File: src/rtcl_defs.svh
// Address map, field positions and reset values of the time latch block.
// Included by the field comparator and the time latch module; holds definitions only.
`ifndef RTCL_DEFS_SVH
`define RTCL_DEFS_SVH

// ----------------------------------------------------------------------
// Address map
// ----------------------------------------------------------------------
`define RTCL_ADDR_HUND      5'h00
`define RTCL_ADDR_ALARM_HI  2'h1
`define RTCL_ADDR_STATUS    5'h10
`define RTCL_ADDR_CMD       5'h11

// ----------------------------------------------------------------------
// Field positions
// ----------------------------------------------------------------------
`define RTCL_BIT_ALARM      0
`define RTCL_BIT_ANY        7
`define RTCL_BIT_GIE        4
`define RTCL_BIT_TEST       5
`define RTCL_BIT_FMASK      7

// ----------------------------------------------------------------------
// Reset values
// ----------------------------------------------------------------------
`define RTCL_CMD_RST        8'h00
`define RTCL_IMASK_RST      7'h00
`define RTCL_STATUS_RST     8'h00
`define RTCL_BYTE_RST       8'h00

`endif

File: src/rtcl_pkg.sv
// Types shared by the time latch block and its self-checking bench.
// Assumes rtcl_defs.svh supplies the numeric constants.
`default_nettype none
package rtcl_pkg;

  // Eight byte-wide time fields, index = register address low bits
  typedef logic [7:0][7:0] rtcl_bank_t;

  // Whole state of the top module, one register
  typedef struct packed {
    logic       prev_rd;
    logic       prev_wr;
    logic [7:0] rd_data;
    logic       rd_oe;
    rtcl_bank_t latch;
    rtcl_bank_t alarm;
    logic [6:0] imask;
    logic [7:0] cmd;
    logic [7:0] status;
    logic       irq_oe;
    logic       match_prev;
    logic [7:0] load_strobe;
    logic [7:0] load_data;
  } rtcl_state_t;

endpackage
`default_nettype wire

File: src/rtcl_field_cmp.sv
// One alarm field comparator: live counter byte against stored alarm byte.
// Assumes bit 7 of the alarm byte is that field's mask flag.
`timescale 1ns/1ps
`default_nettype none
`include "rtcl_defs.svh"

module rtcl_field_cmp #(
  parameter bit ZERO_WHEN_MASKED = 1'b0
) (
  input  wire logic [7:0] live,
  input  wire logic [7:0] alarm,
  output logic            hit
);

  // Masked field drops out, or stands for 00 where asked
  always_comb begin
    if (alarm[`RTCL_BIT_FMASK]) begin
      hit = ZERO_WHEN_MASKED ? (live == 8'h00) : 1'b1;
    end else begin
      hit = (live == {1'b0, alarm[6:0]});
    end
  end

endmodule
`default_nettype wire

File: src/rtcl_time_latch.sv
// Bus side of the clock: time read latch, alarm RAM, command and mask
// registers, event flags and the open-drain interrupt pin.
// Assumes the counter chain outside supplies live bytes and tick pulses,
// and bus pins already synchronous to clk.
`timescale 1ns/1ps
`default_nettype none
`include "rtcl_defs.svh"

// Summary of operation
// - Hundredths read latches the seven other counters
// - Hundredths read returns live value, unlatched
// - Latched values hold until next hundredths read
// - Alarm RAM reads return stored bytes directly
// - Status flags each counter increment, mask-independent
// - Status register clears right after each read
// - Bit 7 any interrupt; bit 0 alarm source
// - Status read releases the interrupt pin
// - Periodic needs global enable and mask bit
// - Periodic fires on each enabled counter increment
// - Alarm needs global enable and alarm mask
// - Alarm match sets bits 0,7 and pin
// - Masked alarm fields excluded from comparison
// - Masked hundredths field compares as 00
// - Low backup or bad supply disables bus
// - Mask value 08H enables only one-second interrupt
// - Command bit 5 selects counter test mode
module rtcl_time_latch
  import rtcl_pkg::*;
(
  input  wire logic       clk,
  input  wire logic       srst,
  input  wire logic       cs_n,
  input  wire logic       rd_n,
  input  wire logic       wr_n,
  input  wire logic [4:0] addr,
  input  wire logic [7:0] data_in,
  output logic      [7:0] data_out,
  output logic            data_oe,
  input  wire logic       supply_valid,
  input  wire logic       standby_supply_sense,
  input  wire rtcl_bank_t cnt_live,
  input  wire logic [6:1] cnt_tick,
  output logic      [7:0] cnt_load,
  output logic      [7:0] cnt_load_data,
  output logic            test_mode_bit,
  output logic            irq_out,
  output logic            irq_oe
);

  // --------------------------------------------------------------------
  // Alarm comparators
  // --------------------------------------------------------------------
  // State copy declared ahead of the comparators that read it
  rtcl_state_t s_reg;
  rtcl_state_t s_next;
  logic [7:0]  field_hit;
  logic        alarm_match;

  for (genvar g = 0; g < 8; g++) begin : g_cmp
    rtcl_field_cmp #(
      .ZERO_WHEN_MASKED (g == 0)
    ) u_cmp (
      .live  (cnt_live[g]),
      .alarm (s_reg.alarm[g]),
      .hit   (field_hit[g])
    );
  end
  assign alarm_match = &field_hit;

  // --------------------------------------------------------------------
  // Next state
  // --------------------------------------------------------------------
  logic        bus_en;
  logic        rd_act;
  logic        wr_act;
  logic        rd_go;
  logic        wr_go;
  logic        global_irq_enable;
  logic        alarm_edge;
  logic        alarm_fire;
  logic        periodic_fire;
  logic [7:0]  new_ev;
  logic        status_rd;
  logic        hund_rd;

  // Bus strobes act once, on the first cycle of an access
  always_comb begin
    bus_en            = supply_valid & ~standby_supply_sense;
    rd_act            = bus_en & ~cs_n & ~rd_n;
    wr_act            = bus_en & ~cs_n & ~wr_n;
    rd_go             = rd_act & ~s_reg.prev_rd;
    wr_go             = wr_act & ~s_reg.prev_wr;
    hund_rd           = rd_go & (addr == `RTCL_ADDR_HUND);
    status_rd         = rd_go & (addr == `RTCL_ADDR_STATUS);
    global_irq_enable = s_reg.cmd[`RTCL_BIT_GIE];
    // Rising edge only, so one match gives one interrupt
    alarm_edge        = alarm_match & ~s_reg.match_prev;
    alarm_fire        = alarm_edge & global_irq_enable & s_reg.imask[0];
    periodic_fire     = global_irq_enable & (|(cnt_tick & s_reg.imask[6:1]));
    new_ev                    = {1'b0, cnt_tick, 1'b0};
    new_ev[`RTCL_BIT_ALARM]   = alarm_fire;
    new_ev[`RTCL_BIT_ANY]     = alarm_fire | periodic_fire;
  end

  always_comb begin
    s_next             = s_reg;
    s_next.prev_rd     = rd_act;
    s_next.prev_wr     = wr_act;
    s_next.rd_oe       = rd_act;
    s_next.match_prev  = alarm_match;
    s_next.load_strobe = 8'h00;
    // Read-clear; events of this very cycle land after the clear
    if (status_rd) begin
      s_next.status = new_ev;
    end else begin
      s_next.status = s_reg.status | new_ev;
    end
    // Pin release loses to a new interrupt in the same cycle
    if (new_ev[`RTCL_BIT_ANY]) begin
      s_next.irq_oe = 1'b1;
    end else if (status_rd) begin
      s_next.irq_oe = 1'b0;
    end
    // Snapshot of the seven slower counters
    if (hund_rd) begin
      for (int i = 1; i < 8; i++) begin
        s_next.latch[i] = cnt_live[i];
      end
    end
    // Read data path
    if (rd_go) begin
      if (addr == `RTCL_ADDR_HUND) begin
        s_next.rd_data = cnt_live[0];
      end else if (addr[4:3] == 2'h0) begin
        s_next.rd_data = s_reg.latch[addr[2:0]];
      end else if (addr[4:3] == `RTCL_ADDR_ALARM_HI) begin
        s_next.rd_data = s_reg.alarm[addr[2:0]];
      end else if (addr == `RTCL_ADDR_STATUS) begin
        s_next.rd_data = s_reg.status;
      end else if (addr == `RTCL_ADDR_CMD) begin
        s_next.rd_data = s_reg.cmd;
      end else begin
        s_next.rd_data = 8'h00;
      end
    end
    // Writes: counters go out to the chain, the rest stored here
    if (wr_go) begin
      if (addr[4:3] == 2'h0) begin
        s_next.load_strobe[addr[2:0]] = 1'b1;
        s_next.load_data              = data_in;
      end else if (addr[4:3] == `RTCL_ADDR_ALARM_HI) begin
        s_next.alarm[addr[2:0]] = data_in;
      end else if (addr == `RTCL_ADDR_STATUS) begin
        s_next.imask = data_in[6:0];
      end else if (addr == `RTCL_ADDR_CMD) begin
        s_next.cmd = data_in;
      end
    end
  end

  // --------------------------------------------------------------------
  // State register
  // --------------------------------------------------------------------
  always_ff @(posedge clk) begin
    if (srst) begin
      s_reg.prev_rd     <= 1'b0;
      s_reg.prev_wr     <= 1'b0;
      s_reg.rd_data     <= `RTCL_BYTE_RST;
      s_reg.rd_oe       <= 1'b0;
      s_reg.latch       <= '0;
      s_reg.alarm       <= '0;
      s_reg.imask       <= `RTCL_IMASK_RST;
      s_reg.cmd         <= `RTCL_CMD_RST;
      s_reg.status      <= `RTCL_STATUS_RST;
      s_reg.irq_oe      <= 1'b0;
      s_reg.match_prev  <= 1'b0;
      s_reg.load_strobe <= 8'h00;
      s_reg.load_data   <= `RTCL_BYTE_RST;
    end else begin
      s_reg <= s_next;
    end
  end

  // Outputs straight from the state register; irq_out is tied low
  assign data_out      = s_reg.rd_data;
  assign data_oe       = s_reg.rd_oe;
  assign cnt_load      = s_reg.load_strobe;
  assign cnt_load_data = s_reg.load_data;
  assign test_mode_bit = s_reg.cmd[`RTCL_BIT_TEST];
  assign irq_out       = 1'b0; // Open drain only ever pulls low
  assign irq_oe        = s_reg.irq_oe;
endmodule
`default_nettype wire

File: config.mk
export PLATFORM = sky130hd
export DESIGN_NAME = rtcl_time_latch
export DESIGN_NICKNAME = d
export VERILOG_FILES = /design/src/rtcl_pkg.sv /design/src/rtcl_field_cmp.sv /design/src/rtcl_time_latch.sv
export VERILOG_INCLUDE_DIRS = /design/src
export SDC_FILE = /design/constraint.sdc
export NUM_CORES = 1
export LEC_CHECK = 0
export ABC_AREA = 0
export BUFFER_PORTS_ARGS = -buffer_cell sky130_fd_sc_hd__clkbuf_2
export CAP_MARGIN = 0
export CORE_MARGIN = 1.5
export CORE_UTILIZATION = 40
export DETAILED_ROUTE_END_ITERATION = 10
export RECOVER_POWER = 100
export SYNTH_ARGS = -nofsm -noshare
export SYNTH_HDL_FRONTEND = slang
export SYNTH_SLANG_ARGS = --single-unit
export TNS_END_PERCENT = 100
File: constraint.sdc
create_clock -name clk -period 3.85 [get_ports clk]
set_input_delay 0.1925 -clock clk [delete_from_list [all_inputs] [get_ports clk]]
set_output_delay 0.1925 -clock clk [all_outputs]
set_load 0.005 [all_outputs]
==> Yosys cells after proc, flatten, opt, wreduce, memory -nomap -nowiden <==
Cells that the tools add are included.
{ "totals": {"register_bits": 171, "inputBits": 90, "out_inout_bits": 28, "elab_cells": 101} }
{ "classes": {"magnitude_cmp": 2, "eq_ne": 11, "muxes": 25, "bitwise_logic": 26, "n_reduce_logical": 12} }
{ "ops": {"columns": ["operator", "count"], "rows": [
  ["8-bit 2-to-1 mux", 9],
  ["64-bit bitwise mux", 1],
  ["8-bit by 7-bit == test with 1-bit output", 8],
  ["8-bit binary-select mux with 3-bit select", 2],
  ["8-bit demux with 3-bit select", 1],
  ["1-bit AND", 12],
  ["1-bit 2-to-1 mux", 11],
  ["1-bit NOT", 11],
  ["5-bit == test, second input constant", 2],
  ["8-bit logical NOT", 1],
  ["8-bit OR", 1],
  ["8-bit AND reduction", 1],
  ["6-bit AND", 1],
  ["6-bit OR reduction", 1],
  ["5-bit logical NOT", 1],
  ["5-bit AND reduction", 1],
  ["3-bit by 4-bit < comparator with 1-bit output, second input constant", 1],
  ["4-bit AND reduction", 1],
  ["1-bit demux with 3-bit select", 1],
  ["3-bit by 1-bit >= comparator with 1-bit output, second input constant", 1],
  ["3-bit AND reduction", 1],
  ["3-bit OR reduction", 1],
  ["2-bit by 1-bit == test with 1-bit output, second input constant", 1],
  ["2-bit logical NOT", 1],
  ["other kinds (4)", 4]
]} }

==> Longest topological paths before layout <==
{ "logic_depth": {"word_depth": 9, "depth_mapped": 9, "ltp_nobuf": 6} }

==> Cells and area by module <==
Synthesis repeated with hierarchy kept, for this count alone.
{ "hier_totals": {"hier_cells": 964, "area_unflattened_um2": 8205.4} }
{ "by_module_without_submodules": {"columns": ["module", "instances", "cells_per_inst", "area_each_um2", "seq_area_each_um2"], "rows": [
  ["rtcl_time_latch", 1, 880, 7527.2, 3423.3],
  ["rtcl_field_cmp (g_cmp[1].u_cmp ...)", 7, 10, 81.3, 0.0],
  ["rtcl_field_cmp (g_cmp[0].u_cmp)", 1, 14, 108.9, 0.0]
]} }

==> Worst setup path after synthesis <==
OpenSTA, ideal clock, no wires.
{ "synth_path": {"kind": "register to register", "startpoint": "reg s_reg[178] (netlist name)", "endpoint": "reg, netlist name s_reg[80]", "setup_ns": 0.128, "arrival_time_ns": 1.864, "t_required_ns": 3.722, "setup_slack_ns": 1.859, "path_stages_with_launch": 9, "path_buffers": 3, "synth_period_minus_slack_ns": 1.991, "path_cell_list": "dfxtp_1 > or4_1 > buf_6 > or3_1 > buf_6 > nand2b_4 > buf_6 > mux2i_1 > nor2_1"} }
{ "synth_between": {"elab_chain_len": 3} }
{ "synth_lines": {"columns": ["element", "line_no", "text"], "rows": [
  ["start, declared", "rtcl_time_latch.sv:54", "rtcl_state_t s_reg;"],
  ["start signal, assigned", "rtcl_time_latch.sv:180", "s_reg <= s_next;"],
  ["1-bit NOT", "rtcl_time_latch.sv:92", "wr_go = wr_act & ~s_reg.prev_wr;"],
  ["1-bit AND", "rtcl_time_latch.sv:92", null],
  ["3-bit AND reduction (no line)", null, null]
]} }
No other way between the ends.
A chain may end at the register's enable or synchronous reset.

==> Worst setup path in the final report <==
{ "layout_path": {"startpoint": "in wr_n", "endpoint": "reg, netlist name s_reg[98]"} }
{ "layout_between": {"elab_chain_len": 4} }
{ "layout_lines": {"columns": ["element", "line_no", "text"], "rows": [
  ["start, declared", "rtcl_time_latch.sv:34", "input wire logic wr_n,"],
  ["1-bit NOT", "rtcl_time_latch.sv:90", "wr_act = bus_en & ~cs_n & ~wr_n;"],
  ["1-bit AND", "rtcl_time_latch.sv:90", null],
  ["1-bit AND", "rtcl_time_latch.sv:92", null],
  ["3-bit AND reduction (no line)", null, null]
]} }
No other way between the ends.

==> metrics.md <==
| Metric | Value |
|---|---|
| Top sig layer | `met4` |
| TritonCTS clock tree | `built` |
| Hold depth | `3` |
| Critical path arrival | `3.22 ns` |
| Mapped Avg Cell Area | `8.574 um2` |
| Leakage | `3.599 nW` |
| Fill count | `2,074` |
| CP endpoint kind | `flop` |
| Least-Margin Pin Slew | `1.475 ns` |
| FMAX | `342.8 MHz` |
| Number of antenna cells inserted | `0` |
| Layout Utilization | `46.84%` |
| Num rows | `52` |
| Antenna violations before repair | `0` |
| DRC | `0` |
| Worst Hold Endpoint | `s_reg[121]` |
| Top-count cell post-synth | `dfxtp_1` |
| Hold Startpoint | `cnt_live[16]` |
| Register area | `3423 um2` |
| Asr flop ratio synth | `0%` |
| Largest area contributor in the netlist | `dfxtp_1` |
| Port bufs | `116` |
| Synth unique cells | `53` |
| R2r endpoint | `s_reg[98]` |
| Reg2Reg Setup Slack | `1.08 ns` |
| Compound-gate portion of the synthesized area | `13.36%` |
| Combinational family with the most area after synthesis | `simple AND/OR/NAND/NOR gates` |
| Clock Sinks | `171` |
| Ys flop type | `dfxtp_1` |
| Failing checks | `max-capacitance violations` |
| Vias in the first global route | `6,745` |
| Worst setup margin | `0.9328 ns` |
| Post-synth EDFFs | `0` |
| WL/cell | `20.78 um` |
| Critical Path Source Type | `input pin` |
| Synthesized instance count | `956` |
| RePlAce Congestion | `0.9234` |
| First-pass DRT Iterations | `5` |
| IO Count | `118` |
| Syn. warnings | `0` |
| Fin. max-slew vios | `0` |
| Final hold violation count | `0` |
| First-pass GRT wire length | `41,120 um` |
| Mapped Nets | `1,046` |
| Req. time, crit path | `4.15 ns` |
| CP Class | `input pin to flop` |
| Clk buf depth | `2` |
| Worst rel slew slack | `0.8768%` |
| Register area share after synthesis | `41.76%` |
| CTS root buffer | `clkbuf_16` |
| Post-DRT Antenna Nets | `0` |
| Clock-pin slew on the worst setup and hold paths | `0.07 ns` |
| Status | `finished, violations left` |
| XOR/XNOR share of the synthesized area | `5.984%` |
| RSZ-0062 raised after global routing | `no` |
| Area Overhead vs Synth | `15.25%` |
| Met2 WL | `12,610 um` |
| Total die area | `21,360 um2` |
| Grt ovf | `0` |
| # H-tree levels | `4` |
| Multi-input logic area | `4202 um2` |
| Post-synth top area share | `41.76%` |
| Final TNS setup | `0 ns` |
| Final net count | `1,120` |
| Worst clock skew | `0.01224 ns` |
| Crit share post-route | `75.77%` |
| Finish-stage setup viols | `0` |
| Detail Placement HPWL | `19,630 um` |
| Worst skew pair latency | `0.44 ns` |
| GRT Total Usage | `25.73%` |
| Synth top cells by count | `dfxtp_1 (171), nand2_1 (162), a21oi_1 (107)` |
| Reg-to-reg startpoint | `s_reg[178]` |
| Peak VDD IR | `258.0 uV` |
| Cell Pwr Density | `404.0 nW/um2` |
| Synth area leaders | `dfxtp_1 (42%), mux2i_1 (9.4%), nand2_1 (7.4%), a21oi_1 (6.5%), xor2_1 (5.8%)` |
| Width of the chip | `146.2 um` |
| Final min period | `2.917 ns` |
| Via Count | `7,204` |
| Crit path max fanout | `8` |
| Power Total | `3.816 mW` |
| Core area | `20,170 um2` |
| Synth Area in Simple Gates | `20.16%` |
| Synth Cell Area | `8197 um2` |
| CTS Buf Count | `17` |
| Worst hold-check path type | `input pin to flop` |
| Layout cell share with drive strength beyond 1 | `16.59%` |
| Largest register FFs | `143` |
| Die height | `146.2 um` |
| Starting DRT DRC Count | `570` |
| #FFs+latches synth | `171` |
| Adder-Cell Fraction of Synth Area | `0%` |
| Worst Reg2Reg Path Length in Cells | `5` |
| Post-place setup slack | `1.233 ns` |
| Vias per cell | `5.487` |
| Met1 WL | `12,440 um` |
| Largest net degree at the start of global routing | `81` |
| Maxcap violations | `1` |
| Post-synthesis mux area share | `12.56%` |
| DR WL met3 | `1765 um` |
| Initial Utilization | `40.64%` |
| Final wirelength | `27,290 um` |
[layer usage]
metal  vias to the layer above  track usage [%]
met1                      3463            36.21
met2                       261            40.59
li1                       3453                -
met4                         0            7.071
met3                        27            4.438
met5                         -                0
[report_power, final]
group	switching (mW)	total [mW]	internal (mW)
sequential	0.00758	1.79	1.78
clock	0.772	1.74	0.970
combinational	0.187	0.289	0.102
[per-stage QoR]
stage          hold WS (ns)  cells  cell area, um2
3_5_place_dp         0.3725   1258            8723
6_report           0.007349   1313            9447
3_3_place_gp         0.3721   1258            8723
2_1_floorplan        0.2693    956            8197
5_1_grt            0.008526   1313            9447
4_1_cts           0.0008744   1313            9544
[worst max-delay path by stage]
stage | startpoint | to | cells past startpoint
finish | wr_n | s_reg[98] | 7
detailed placement | addr[2] | data_out[5] | 8
global route | wr_n | s_reg[99] | 7
global placement | addr[2] | data_out[5] | 8
CTS | wr_n | s_reg[101] | 7
floorplan | s_reg[178] | s_reg[80] | 8
[critical path, cell delays in order]
cell and delay [ns]:
dlygate4sd3_1 0.54, clkbuf_2 0.11, or4_1 0.69, or3_1 0.48
nor2_1 0.87, mux2i_1 0.27, nor2_1 0.06
[cells by family after synthesis]
| kind of cell | count (synthesis) |
|---|---|
| and+or+nand+nor | 356 |
| AOI/OAI and AO/OA | 178 |
| DFF | 171 |
| buffers and inverters | 98 |
| muxes | 96 |
| xor gates and xnor gates | 56 |
| other | 1 |
[what timing repair did]
action	CTS	global route
setup endpoints to repair	0	0
buffers inserted	0	0
resized for setup	0	0
hold endpoints to repair	21	0
hold buffers	23	0
[placed cells by master (no fill, tap or decap), drive strengths merged, types with 6 or more instances in the layout]
| cell type | instances |
|---|---|
| dfxtp | 171 |
| clkinv | 6 |
| a22oi | 14 |
| nor2b | 7 |
| mux2i | 77 |
| nor2 | 102 |
| nand3 | 26 |
| nor3 | 9 |
| clkbuf | 134 |
| buf | 12 |
| a21oi | 107 |
| mux2 | 15 |
| a221oi | 14 |
| nand2 | 162 |
| o21ai | 10 |
| dlygate4sd3 | 23 |
| a221o | 8 |
| inv | 6 |
| nor4 | 31 |
| xor2 | 54 |
[final cells by class]
class	count	share of cell area, %
flip-flops and latches	171	36.24
clock buffers	18	4.543
inverters	2	0.07947
repair buffers	151	9.377
multi-input cells	687	44.48
clock inverters	14	1.709
well taps	270	3.576
Power figures use the tool's default switching activity.
